==> src/lmcd_pkg.sv <==
// constants and types shared by the motion command decoder
package lmcd_pkg;
    // apb register byte offsets
    localparam logic [7:0]  LMCD_CTRL_OFS    = 8'h00;
    localparam logic [7:0]  LMCD_IDS_OFS     = 8'h04;
    localparam logic [7:0]  LMCD_SECURE_POSITION_OFS  = 8'h08;
    localparam logic [7:0]  LMCD_STATUS_OFS  = 8'h0C;
    localparam logic [7:0]  LMCD_PARAM_OFS   = 8'h10;
    // control register fields
    localparam int          LMCD_CTRL_PERMIT = 0;
    localparam int          LMCD_CTRL_STEP   = 1;
    localparam int          LMCD_CTRL_ADDR   = 8;
    // identifier register fields
    localparam int          LMCD_IDS_SHORT   = 0;
    localparam int          LMCD_IDS_PARAM   = 8;
    localparam int          LMCD_IDS_GP2     = 16;
    // status register fields
    localparam int          LMCD_ST_BEMF     = 16;
    localparam int          LMCD_ST_SLEEP    = 17;
    localparam int          LMCD_ST_STOPPED  = 18;
    localparam int          LMCD_ST_DECEL    = 19;
    localparam int          LMCD_ST_SWITCH   = 20;
    // reset values
    localparam logic [31:0] LMCD_CTRL_RST    = 32'h0000_0000;
    localparam logic [31:0] LMCD_IDS_RST     = 32'h0000_0000;
    localparam logic [10:0] LMCD_SECURE_POSITION_DIS  = 11'h400;
    // frame codes
    localparam logic [7:0]  LMCD_SLEEP_PID   = 8'h3C;
    localparam logic [7:0]  LMCD_SLEEP_D1    = 8'h00;
    localparam logic [7:0]  LMCD_FILL_BYTE   = 8'hFF;
    localparam logic [6:0]  LMCD_CMD_STOP    = 7'h0F;
    localparam logic [6:0]  LMCD_CMD_BEMF    = 7'h1F;
    localparam logic [1:0]  LMCD_ID_SHORT_HI = 2'h3;
    localparam logic [1:0]  LMCD_ID_PARAM_HI = 2'h2;
    localparam logic [1:0]  LMCD_STEP_HALF   = 2'h0;
    localparam logic [3:0]  LMCD_LEN_SHORT   = 4'h8;
    localparam logic [3:0]  LMCD_LEN_PARAM   = 4'h4;
    localparam logic [3:0]  LMCD_LEN_GP2     = 4'h2;
    localparam logic [3:0]  LMCD_LEN_SLEEP   = 4'h8;

    typedef enum logic [2:0] {
        LMCD_RUN,
        LMCD_DECEL,
        LMCD_SLEEP_WAIT,
        LMCD_SLEEP,
        LMCD_STOPPED
    } lmcd_state_t;
endpackage : lmcd_pkg

==> src/lmcd_sync.sv <==
// two flip-flop synchroniser for a level from outside the clock domain
`timescale 1ns/1ps
module lmcd_sync
(
    input  wire logic pclk,
    input  wire logic presetn,
    input  wire logic async_in,
    output logic      sync_out
);
    logic meta;

    always_ff @(posedge pclk or negedge presetn)
    begin
        if (!presetn)
        begin
            meta     <= 1'b0;
            sync_out <= 1'b0;
        end
        else
        begin
            meta     <= async_in;
            sync_out <= meta;
        end
    end
endmodule : lmcd_sync

==> src/lmcd_entry.sv <==
// one motor entry of the eight-byte short positioning frame
`timescale 1ns/1ps
module lmcd_entry
(
    input  wire logic [7:0]  byte_hi,
    input  wire logic [7:0]  byte_lo,
    input  wire logic [3:0]  own_addr,
    output logic             hit,
    output logic [15:0]      position
);
    // bit 4 must read as one, low nibble is the address
    assign hit      = byte_hi[4] && (byte_hi[3:0] == own_addr);
    // eleven-bit signed set-point widened to the target width
    assign position = {{5{byte_hi[7]}}, byte_hi[7:5], byte_lo};
endmodule : lmcd_entry

==> src/lmcd_decoder.sv <==
// motion command decoder for LIN write frames with an apb register file
//
// Overview of operation
// - Eight-byte short frame: four entries, position 10:8 on top, one at bit 4, address.
// - Short frame recognised only by its allocated identifier, bits 5 and 4 both one.
// - Short entry position is signed eleven bits, loaded as target when addressed.
// - Each entry address compared with own four low address bits.
// - Parameter frame: position bytes 1-2, velocity nibbles byte 3, threshold/accel byte 4.
// - Parameter frame position is a signed sixteen-bit absolute set-point.
// - Sleep is identifier 0x3C, first byte 0x00, rest 0xFF, for every node.
// - Sleep while moving: target takes secure position unless disabled, else decelerating stop.
// - Sleep only with sleep permit set, otherwise stopped state.
// - Decelerating stop during motion slows to minimum velocity then halts.
// - After the halt the target is overwritten with the actual position.
// - Decelerating stop command ignored during a two-stage reference run.
// - Thermal shutdown going active triggers a decelerating stop internally.
// - Stop frame: byte 1 bit 7 set plus code, byte 2 broadcast and address.
// - Stop with broadcast flag zero acts on every node.
// - Stop and back-emf use the general two-byte identifier, decoded from the code.
// - Back-emf command routes integrator output onto the switch-input pin.
// - Back-emf observation stays active until power-on reset.
// - Switch-input sampling suppressed while back-emf observation is active.
// - Back-emf with broadcast flag zero acts on every node.
// - Short frames only act in half-step resolution.
// - Short entry address matched against low four physical address bits.
//
// Local design decisions: the register addresses and register access over APB.
`timescale 1ns/1ps
module lmcd_decoder
    import lmcd_pkg::*;
#(
    parameter int ENTRIES = 4
)
(
    input  wire logic        pclk,
    input  wire logic        presetn,
    input  wire logic        psel,
    input  wire logic        penable,
    input  wire logic        pwrite,
    input  wire logic [7:0]  paddr,
    input  wire logic [31:0] pwdata,
    output logic [31:0]      prdata,
    output logic             pready,
    output logic             pslverr,
    input  wire logic        frm_valid,
    input  wire logic [7:0]  frm_pid,
    input  wire logic [3:0]  frm_len,
    input  wire logic [63:0] frm_data,
    input  wire logic        frm_csum_ok,
    input  wire logic        motor_moving,
    input  wire logic [15:0] actual_position,
    input  wire logic        two_stage_reference_run,
    input  wire logic        thermal_shutdown,
    input  wire logic        bemf_integrator,
    input  wire logic        switch_input_pin_i,
    output logic             switch_input_pin_o,
    output logic             switch_input_pin_oe,
    output logic [15:0]      target_position,
    output logic             target_load,
    output logic [3:0]       max_velocity,
    output logic [3:0]       min_velocity,
    output logic [3:0]       absolute_threshold,
    output logic [3:0]       acceleration,
    output logic             decel_stop,
    output logic             sleep_mode,
    output logic             stopped_state,
    output logic             bemf_active,
    output logic             switch_state
);
    logic [31:0]        ctrl_reg;
    logic [31:0]        ids_reg;
    logic [10:0]        secure_position;
    logic               sleep_permit;
    logic [1:0]         step_resolution;
    logic [6:0]         node_address;
    logic [3:0]         physical_address_bits;
    logic [5:0]         short_id;
    logic [5:0]         param_id;
    logic [5:0]         gp2_id;
    lmcd_state_t        state;
    lmcd_state_t        next_state;
    lmcd_state_t        sleep_goal;
    logic               sleep_after;
    logic [7:0]         d [1:8];
    logic [5:0]         fid;
    logic               parity_ok;
    logic               frame_take;
    logic               short_hit;
    logic               param_hit;
    logic               gp2_hit;
    logic               addr_ok;
    logic               cmd_stop;
    logic               cmd_bemf;
    logic               cmd_sleep;
    logic               therm_sync;
    logic               therm_prev;
    logic               therm_rise;
    logic               stop_trig;
    logic               swi_sync;
    logic               secure_position_on;
    logic               accept_pos;
    logic               halt_done;
    logic [ENTRIES-1:0] ent_hit;
    logic [15:0]        ent_pos [ENTRIES];
    logic               short_any;
    logic [15:0]        next_short_pos;
    logic               apb_wr;
    logic               apb_map;

    assign sleep_permit          = ctrl_reg[LMCD_CTRL_PERMIT];
    assign step_resolution       = ctrl_reg[LMCD_CTRL_STEP +: 2];
    assign node_address          = ctrl_reg[LMCD_CTRL_ADDR +: 7];
    assign physical_address_bits = node_address[3:0];
    assign short_id              = ids_reg[LMCD_IDS_SHORT +: 6];
    assign param_id              = ids_reg[LMCD_IDS_PARAM +: 6];
    assign gp2_id                = ids_reg[LMCD_IDS_GP2 +: 6];

    // frame bytes, data byte n sits in bits 8n-1 down to 8n-8
    always_comb
    begin
        for (int i = 1; i <= 8; i++)
            d[i] = frm_data[8*i-1 -: 8];
    end

    assign fid       = frm_pid[5:0];
    assign parity_ok = (frm_pid[6] == (fid[0] ^ fid[1] ^ fid[2] ^ fid[4]))
                    && (frm_pid[7] == ~(fid[1] ^ fid[3] ^ fid[4] ^ fid[5]));
    assign frame_take = frm_valid && frm_csum_ok && parity_ok;

    assign short_hit = frame_take && (fid == short_id) && (fid[5:4] == LMCD_ID_SHORT_HI)
                    && (frm_len == LMCD_LEN_SHORT)
                    && (step_resolution == LMCD_STEP_HALF);
    assign param_hit = frame_take && (fid == param_id) && (fid[5:4] == LMCD_ID_PARAM_HI)
                    && (frm_len == LMCD_LEN_PARAM);
    assign gp2_hit   = frame_take && (fid == gp2_id) && (frm_len == LMCD_LEN_GP2)
                    && d[1][7];
    assign addr_ok   = !d[2][7] || (d[2][6:0] == node_address);
    // a reference run in progress swallows a requested stop
    assign cmd_stop  = gp2_hit && (d[1][6:0] == LMCD_CMD_STOP) && addr_ok
                    && !two_stage_reference_run;
    assign cmd_bemf  = gp2_hit && (d[1][6:0] == LMCD_CMD_BEMF) && addr_ok;
    // sleep is for every node, no address check
    assign cmd_sleep = frame_take && (frm_pid == LMCD_SLEEP_PID)
                    && (frm_len == LMCD_LEN_SLEEP) && (d[1] == LMCD_SLEEP_D1)
                    && (frm_data[63:8] == {7{LMCD_FILL_BYTE}});

    genvar g;
    generate
        for (g = 0; g < ENTRIES; g++)
        begin : g_entry
            lmcd_entry u_entry
            (
                .byte_hi  (frm_data[16*g+7 -: 8]),
                .byte_lo  (frm_data[16*g+15 -: 8]),
                .own_addr (physical_address_bits),
                .hit      (ent_hit[g]),
                .position (ent_pos[g])
            );
        end
    endgenerate

    // several entries for one node: the first in the frame wins
    always_comb
    begin
        short_any      = 1'b0;
        next_short_pos = 16'h0000;
        for (int i = ENTRIES - 1; i >= 0; i--)
        begin
            if (ent_hit[i])
            begin
                short_any      = 1'b1;
                next_short_pos = ent_pos[i];
            end
        end
    end

    lmcd_sync u_therm_sync
    (
        .pclk     (pclk),
        .presetn  (presetn),
        .async_in (thermal_shutdown),
        .sync_out (therm_sync)
    );

    lmcd_sync u_swi_sync
    (
        .pclk     (pclk),
        .presetn  (presetn),
        .async_in (switch_input_pin_i),
        .sync_out (swi_sync)
    );

    always_ff @(posedge pclk or negedge presetn)
    begin
        if (!presetn)
            therm_prev <= 1'b0;
        else
            therm_prev <= therm_sync;
    end

    assign therm_rise = therm_sync && !therm_prev;
    assign stop_trig  = cmd_stop || therm_rise;
    assign secure_position_on  = (secure_position != LMCD_SECURE_POSITION_DIS);
    assign sleep_goal = sleep_permit ? LMCD_SLEEP : LMCD_STOPPED;
    assign accept_pos = (state == LMCD_RUN) || (state == LMCD_SLEEP)
                     || (state == LMCD_STOPPED);
    assign halt_done  = (state == LMCD_DECEL) && !motor_moving;

    always_comb
    begin
        next_state = state;
        case (state)
            LMCD_RUN:
            begin
                if (cmd_sleep && motor_moving)
                    next_state = secure_position_on ? LMCD_SLEEP_WAIT : LMCD_DECEL;
                else if (cmd_sleep)
                    next_state = sleep_goal;
                else if (stop_trig && motor_moving)
                    next_state = LMCD_DECEL;
            end
            LMCD_DECEL:
                if (!motor_moving)
                    next_state = sleep_after ? sleep_goal : LMCD_RUN;
            LMCD_SLEEP_WAIT:
                if (!motor_moving)
                    next_state = sleep_goal;
            LMCD_SLEEP, LMCD_STOPPED:
                if ((short_hit && short_any) || param_hit)
                    next_state = LMCD_RUN;
            default:
                next_state = LMCD_RUN;
        endcase
    end

    always_ff @(posedge pclk or negedge presetn)
    begin
        if (!presetn)
            state <= LMCD_RUN;
        else
            state <= next_state;
    end

    always_ff @(posedge pclk or negedge presetn)
    begin
        if (!presetn)
            sleep_after <= 1'b0;
        else if (state == LMCD_RUN)
            sleep_after <= cmd_sleep;
    end

    // the halt overwrite wins over any frame in the same cycle
    always_ff @(posedge pclk or negedge presetn)
    begin
        if (!presetn)
        begin
            target_position <= 16'h0000;
            target_load     <= 1'b0;
        end
        else if (halt_done)
        begin
            target_position <= actual_position;
            target_load     <= 1'b1;
        end
        else if ((state == LMCD_RUN) && cmd_sleep && motor_moving && secure_position_on)
        begin
            target_position <= {{5{secure_position[10]}}, secure_position};
            target_load     <= 1'b1;
        end
        else if (accept_pos && short_hit && short_any)
        begin
            target_position <= next_short_pos;
            target_load     <= 1'b1;
        end
        else if (accept_pos && param_hit)
        begin
            target_position <= {d[1], d[2]};
            target_load     <= 1'b1;
        end
        else
            target_load     <= 1'b0;
    end

    always_ff @(posedge pclk or negedge presetn)
    begin
        if (!presetn)
        begin
            max_velocity       <= 4'h0;
            min_velocity       <= 4'h0;
            absolute_threshold <= 4'h0;
            acceleration       <= 4'h0;
        end
        else if (accept_pos && param_hit)
        begin
            max_velocity       <= d[3][7:4];
            min_velocity       <= d[3][3:0];
            absolute_threshold <= d[4][7:4];
            acceleration       <= d[4][3:0];
        end
    end

    assign decel_stop    = (state == LMCD_DECEL);
    assign sleep_mode    = (state == LMCD_SLEEP);
    assign stopped_state = (state == LMCD_STOPPED);

    // only a power-on reset ends the observation
    always_ff @(posedge pclk or negedge presetn)
    begin
        if (!presetn)
            bemf_active <= 1'b0;
        else if (cmd_bemf)
            bemf_active <= 1'b1;
    end

    always_ff @(posedge pclk or negedge presetn)
    begin
        if (!presetn)
        begin
            switch_input_pin_o  <= 1'b0;
            switch_input_pin_oe <= 1'b0;
            switch_state        <= 1'b0;
        end
        else
        begin
            switch_input_pin_o  <= bemf_active && bemf_integrator;
            switch_input_pin_oe <= bemf_active;
            if (!bemf_active)
                switch_state    <= swi_sync;
        end
    end

    // apb slave: zero wait states, read data captured in the setup cycle
    assign pready  = 1'b1;
    assign apb_map = (paddr == LMCD_CTRL_OFS) || (paddr == LMCD_IDS_OFS)
                  || (paddr == LMCD_SECURE_POSITION_OFS) || (paddr == LMCD_STATUS_OFS)
                  || (paddr == LMCD_PARAM_OFS);
    assign pslverr = psel && penable && !apb_map;
    assign apb_wr  = psel && penable && pwrite;

    always_ff @(posedge pclk or negedge presetn)
    begin
        if (!presetn)
        begin
            ctrl_reg        <= LMCD_CTRL_RST;
            ids_reg         <= LMCD_IDS_RST;
            secure_position <= LMCD_SECURE_POSITION_DIS;
        end
        else if (apb_wr)
        begin
            case (paddr)
                LMCD_CTRL_OFS:   ctrl_reg        <= {17'h0, pwdata[14:8], 5'h0, pwdata[2:0]};
                LMCD_IDS_OFS:    ids_reg         <= {10'h0, pwdata[21:16], 2'h0,
                                                     pwdata[13:8], 2'h0, pwdata[5:0]};
                LMCD_SECURE_POSITION_OFS: secure_position <= pwdata[10:0];
                default:         ;
            endcase
        end
    end

    always_ff @(posedge pclk or negedge presetn)
    begin
        if (!presetn)
            prdata <= 32'h0000_0000;
        else if (psel && !penable)
        begin
            case (paddr)
                LMCD_CTRL_OFS:   prdata <= ctrl_reg;
                LMCD_IDS_OFS:    prdata <= ids_reg;
                LMCD_SECURE_POSITION_OFS: prdata <= {21'h0, secure_position};
                LMCD_STATUS_OFS: prdata <= {11'h0, switch_state, decel_stop, stopped_state,
                                            sleep_mode, bemf_active, target_position};
                LMCD_PARAM_OFS:  prdata <= {16'h0, max_velocity, min_velocity,
                                            absolute_threshold, acceleration};
                default:         prdata <= 32'h0000_0000;
            endcase
        end
    end
endmodule : lmcd_decoder

==> config.mk <==
export PLATFORM = sky130hd
export DESIGN_NAME = lmcd_decoder
export DESIGN_NICKNAME = d
export VERILOG_FILES = /design/src/lmcd_pkg.sv /design/src/lmcd_sync.sv /design/src/lmcd_entry.sv /design/src/lmcd_decoder.sv
export SDC_FILE = /design/constraint.sdc
export NUM_CORES = 1
export LEC_CHECK = 0
export BUFFER_PORTS_ARGS = -buffer_cell sky130_fd_sc_hd__buf_2
export CAP_MARGIN = 10
export CORE_ASPECT_RATIO = 0.6
export CORE_MARGIN = 10
export CORE_UTILIZATION = 45
export DETAILED_ROUTE_END_ITERATION = 16
export PLACE_DENSITY = 0.82
export RECOVER_POWER = 50
export SLEW_MARGIN = 30
export SYNTH_ARGS = -nofsm -noshare
export SYNTH_HDL_FRONTEND = slang
export SYNTH_HIERARCHICAL = 1
export SYNTH_SLANG_ARGS = --single-unit
==> constraint.sdc <==
create_clock -name pclk -period 4.3 [get_ports pclk]
set_clock_uncertainty 0.05 [all_clocks]
set_input_delay 1.29 -clock pclk [delete_from_list [all_inputs] [get_ports pclk]]
set_output_delay 1.29 -clock pclk [all_outputs]
set_load 0.05 [all_outputs]
# [After elaboration in Yosys (flattened, before gate mapping)]
# Cells that the tools add are included.
[classes] div=0 shift=0 n_eq_ne=32 n_bitwise=7 magnitude_cmp=0 mul=0 n_mux=27 addsub=0 n_reduce_logical=67
[op_table] cell="$mux 16" count=8
[op_table] cell="$pmux 22 s5" count=1
[op_table] cell="$eq 56x56->1 const B" count=1
[op_table] cell="$logic_and 1x1->1" count=42
[op_table] cell="$mux 3" count=8
[op_table] cell="$eq 6x6->1" count=3
[op_table] cell="$eq 4x4->1" count=4
[op_table] cell="$eq 8x4->1 const B" count=2
[op_table] cell="$logic_not 8->1" count=2
[op_table] cell="$pmux 3 s4" count=1
[op_table] cell="$ne 11x11->1 const B" count=1
[op_table] cell="$logic_or 1x1->1" count=9
[op_table] cell="$eq 8x3->1 const B" count=1
[op_table] cell="$eq 8x5->1 const B" count=1
[op_table] cell="$eq 8x6->1 const B" count=1
[op_table] cell="$mux 1" count=8
[op_table] cell="$eq 7x4->1 const B" count=1
[op_table] cell="$eq 7x5->1 const B" count=1
[op_table] cell="$eq 7x7->1" count=1
[op_table] cell="$eq 3x2->1 const B" count=2
[op_table] cell="$logic_not 1->1" count=6
[op_table] cell="$ne 2x2->1 const B" count=3
[op_table] cell="$reduce_and 2->1" count=3
[op_table] cell="$xor 1x1->1" count=6
[op_table] cell="15 further kinds" count=17
[word_totals] word_cells=154 romBits=0 in_bits=144 latchBits=0 regBits=117 mem_count=0 ram_bits=0 out_inout_bits=74

# [Longest topological paths before layout]
[logic_depth] ltp_word=19 ltp_mapped=13

# [Modules after synthesis]
# Netlist, hierarchy kept.
[modules_own_cells] mod="lmcd_decoder" n_inst=1 area_each_um2=6307.3 cells_per_inst=648
[modules_own_cells] mod="lmcd_entry" n_inst=4 area_each_um2=185.2 cells_per_inst=25
[modules_own_cells] mod="lmcd_sync" n_inst=2 area_each_um2=50.0 cells_per_inst=2

# [Worst setup path after synthesis]
# OpenSTA, ideal clock, no wires.
[synth_path] kind="in2out" start="input port paddr[1]" end="output port pslverr" t_arrival_ps=3053 required_ps=2960 cell_stages=6 setup_slack_ps=-93 path_cell_list="nor3_1 > nand2_1 > nor3_1 > and2_0 > clkbuf_1 > nor3_1"
[synth_between] elab_chain_cells=7 elab_cells_between_ends=11 cone_classes="eq/ne: 4; reduce/logical: 7"
[synth_lines] item="start: declaration" line_no="lmcd_decoder.sv:40" text="input wire logic [7:0] paddr,"
[synth_lines] item="$eq 8x3->1 / $logic_not 8->1 (equally long branches)" line_no="lmcd_decoder.sv:334" text="assign apb_map = (paddr == LMCD_CTRL_OFS) || (paddr == LMCD_IDS_OFS)"
[synth_lines] item="$logic_or 1x1->1" line_no="lmcd_decoder.sv:334"
[synth_lines] item="$logic_or 1x1->1 (2 in series)" line_no="lmcd_decoder.sv:335" text="|| (paddr == LMCD_SECURE_POSITION_OFS) || (paddr == LMCD_STATUS_OFS)"
[synth_lines] item="$logic_or 1x1->1 (*)" line_no="lmcd_decoder.sv:336" text="|| (paddr == LMCD_PARAM_OFS);"
[synth_lines] item="$logic_not 1->1 (*)" line_no="lmcd_decoder.sv:337" text="assign pslverr = psel && penable && !apb_map;"
[synth_lines] item="$logic_and 1x1->1 (*)" line_no="lmcd_decoder.sv:337"
[synth_lines] item="end: declaration" line_no="lmcd_decoder.sv:44" text="output logic pslverr,"
# Every way passes the cells marked *; elsewhere a longest branch is shown, timed or not.

# [Worst setup path in the final report]
# Same ends and word-level chain as after synthesis.

==> summary.md <==
| Metric | Value |
|---|---|
| Hold Vio Cnt, Final | 0 |
| Post-cts gate resize count | 0 |
| Mean instance size in the synthesized netlist | roughly 9.5 sq um |
| Sequence of cells on the critical path | buf_2 > nor3_1 > nand2_1 > nor3_1 > and2_0 > nor3_2 > buf_2 |
| Share of async-settable or async-resettable flops after synthesis | 1.00 |
| Gpl congestion | 1.04 |
| Kind of end point of the critical path | output pin |
| Detailed-router iteration count before antenna repair | 7 |
| Critical path launch point type | input pin |
| CP arrival | 2.44 ns |
| Period utilisation layout | 0.879 |
| Slew HR | -0.0574 |
| Hold-fix buffer count after cts | 0 |
| Via count normalized by instance count | a little over 6 |
| Total core area | 15500 sq um |
| Sequential cell area fraction in the yosys report | 0.375 |
| Most area-consuming cells after synthesis | dfrtp_1, mux2_2, buf_4 |
| Ports | 218 |
| Number of buffers added on ports | 195 |
| Layout cell share with drive strength beyond 1 | 0.326 |
| Post-synthesis cell count | 752 |
| Maximum operating frequency | around 260 MHz |
| Die outline width | 183 microns |
| Final HPWL from detailed placement | 21.1 mm |
| 1st-iter DRT viols | 1039 |
| Number of buffers inserted during clock tree synthesis | 9 |
| Initial core utilization | 0.462 |
| Synth warn | 6 |
| Wire length of the first global-routing pass | roughly 39 mm |
| Clock tree buffer depth | 2 |
| Total power per unit cell area | 380 nW/um^2 |
| Post-detailed-routing wire length | around 26 mm |
| Max capacitance violation total | 1 |
| Hold/Removal Path Class | reg -> reg |
| GR Util All Layers | 0.232 |
| CTS tree | done |
| Total power after layout | 3070 uW |
| Antenna violations before repair | 4 |
| Unique cell type count in the Yosys netlist | 67 |
| Site Rows | 35 |
| R2r setup slk | 0.98 ns |
| Biggest area consumer among synthesized cells | dfrtp_1 |
| Number of register bits inferred by synthesis | 107 |
| Number of global-route vias before repair | 6633 |
| Clock network latency to the later pin of the worst-skew pair | 0.36 ns |
| Fraction of synthesized cell area taken by the top area cell type | 0.371 |
| Violated checks | capacitance limit, slew limit |
| Post-CTS setup buffer count | 0 |
| Most numerous cell types in the synthesized netlist | dfrtp_1, buf_4, mux2_2, nand2_1, o21ai_0 |
| Cell Area, Synth | 7150 sq um |
| Vertical die dimension | 118 microns |
| Post-synth EDFFs | 0 |
| Clk sinks | 107 |
| Setup_tns | 0 ns |
| Routed via count | between 6000 and 7000 |
| Pin count of the biggest net entering global routing | just over 60 |
| Overflow left after global routing | 0 |
| CTS HTree Levels | 3 |
| Max reg flops | 22 |
| Area of the die | around 21000 sq um |
| Most frequently used cell type in the post-synthesis netlist | dfrtp_1 |
| Tightest Pin Transition | 1.59 ns |
| Cell with the largest stage delay on the worst path | and2_0 |
| Crit path buffers/inverters | 2 |
| Leakage power | 0.00365 uW |
| Synth-to-layout area growth | 13.0% |
| Drc violations | 0 |
| Delay-heaviest family, CP | simple AND/OR/NAND/NOR gates |
| Net count, final | 1013 |
| Total of endpoints with negative setup slack in the final report | 0 |
| Outcome | finished with violations |
| RSZ-0062 raised after global routing | false |
| Antenna-violating nets left | 0 |
| Required @ worst endpoint | 2.96 ns |
| Top_reg_cell synth | dfrtp_1 |
| Kind of critical path | in -> out |
| Count of pins over their slew limit | 62 |
| Final worst path period need | 3.78 ns |
| Worst Path Max Fanout | 4 |
| CTS Root Cell | clkbuf_16 |
| Clock-pin slew of the registers on the worst-case setup and hold paths | 0.07 ns |
| Avg WL per Cell | 24.5 microns |
| Max incr delay on CP | 0.23 ns |
| Peak supply drop | 0.000357 V |
==> stage by stage <==
step	area [sq um]	hold slack, ns	worst slack [ns]	instances	utilization
after floorplan	7190	0.281	0.304	761	-
after global routing	8060	0.331	0.420	1076	0.522
final	8070	0.307	0.522	1080	0.522
after CTS	8110	0.308	0.522	1076	0.525
after detailed placement	7800	0.291	0.383	1060	0.505
after global placement	7800	0.284	0.432	1060	0.505
==> power by group <==
part	leakage, uW	switching [uW]	internal, uW	total, uW
registers	0.00145	127	1100	1220
clock network	0.000154	412	467	879
logic	0.00205	698	267	966
total	0.00365	1240	1830	3070
==> per-layer routing <==
metal | share of wire | up-vias | wire [microns] | track usage
li1 | - | 2914 | - | -
met1 | 0.41 | 3205 | 10900 | 0.318
met2 | 0.42 | 513 | 11100 | 0.328
met3 | 0.15 | 48 | 4040 | 0.0995
met4 | 0.018 | 0 | 474 | 0.0542
met5 | 0 | - | 0 | 0
==> worst register-to-register path, stage by stage (launching register included) <==
cell and delay (ns):
dfrtp_1 0.67, inv_1 0.09, a222oi_1 0.32, nor3b_2 0.30, buf_4 0.26, nor2b_1 0.09, buf_4 0.19, a221oi_1 0.66
o31ai_1 0.12, mux2i_1 0.23, o21a_1 0.18, o21ai_1 0.07
==> placed cells by master, fill, tap and decap left out, types with 9 or more instances in the layout <==
master / synthesis / routed
a221oi_1: 24 / 24
nor4_1: 14 / 14
o21ai_0: 40 / 40
nand2_1: 60 / 60
buf_2: 9 / 170
clkbuf_1: 26 / 25
nor2b_1: 22 / 22
o31ai_1: 11 / 11
xor2_1: 12 / 12
mux2_2: 61 / 61
nand3_1: 14 / 14
mux2i_1: 18 / 18
nand4_1: 29 / 29
a21oi_1: 25 / 25
dfrtp_1: 106 / 106
o21ai_1: 9 / 9
xnor2_1: 18 / 18
clkbuf_16: 0 / 9
nor2_1: 23 / 23
conb_1: 2 / 11
o21a_1: 10 / 10
inv_1: 19 / 19
buf_4: 77 / 16
nor3_1: 16 / 15
==> worst paths after layout <==
path | depth (start not counted) | from | end
max | 7 | paddr[1] | pslverr
min | 0 | u_swi_sync/meta$_DFF_PN0_ | u_swi_sync/sync_out$_DFF_PN0_
max reg2reg | 11 | ctrl_reg[11]$_DFFE_PN0P_ | target_position[5]$_DFFE_PN0P_
min reg2reg | 0 | u_swi_sync/meta$_DFF_PN0_ | u_swi_sync/sync_out$_DFF_PN0_
max in group asynchronous | 2 | presetn | target_position[1]$_DFFE_PN0P_
min in group asynchronous | 1 | presetn | u_therm_sync/sync_out$_DFF_PN0_
==> layout make-up <==
class                   instances  area [sq um]
fillers                      1475          7380
multi-input cells             518          3670
flip-flops and latches        107          2680
repair buffers                212          1070
well taps                     203           254
clock buffers                  10           229
clock inverters                 6          82.6
inverters                      20          80.1
diodes                          4          10.0
==> cells by family (layout without fill, tap and decap cells) <==
family,count (synthesis),after routing,share of synthesized area
AO/OA/AOI/OAI,168,168,0.162
other,2,15,0.00105
AND/OR/NAND/NOR,226,226,0.177
adder cells (fa/ha/maj),2,2,0.00315
multiplexers,79,79,0.121
flip-flops,107,107,0.375
buffers and inverters,136,248,0.117
XOR/XNOR,32,32,0.0438
Note: power is estimated with default switching activity, not from simulation.
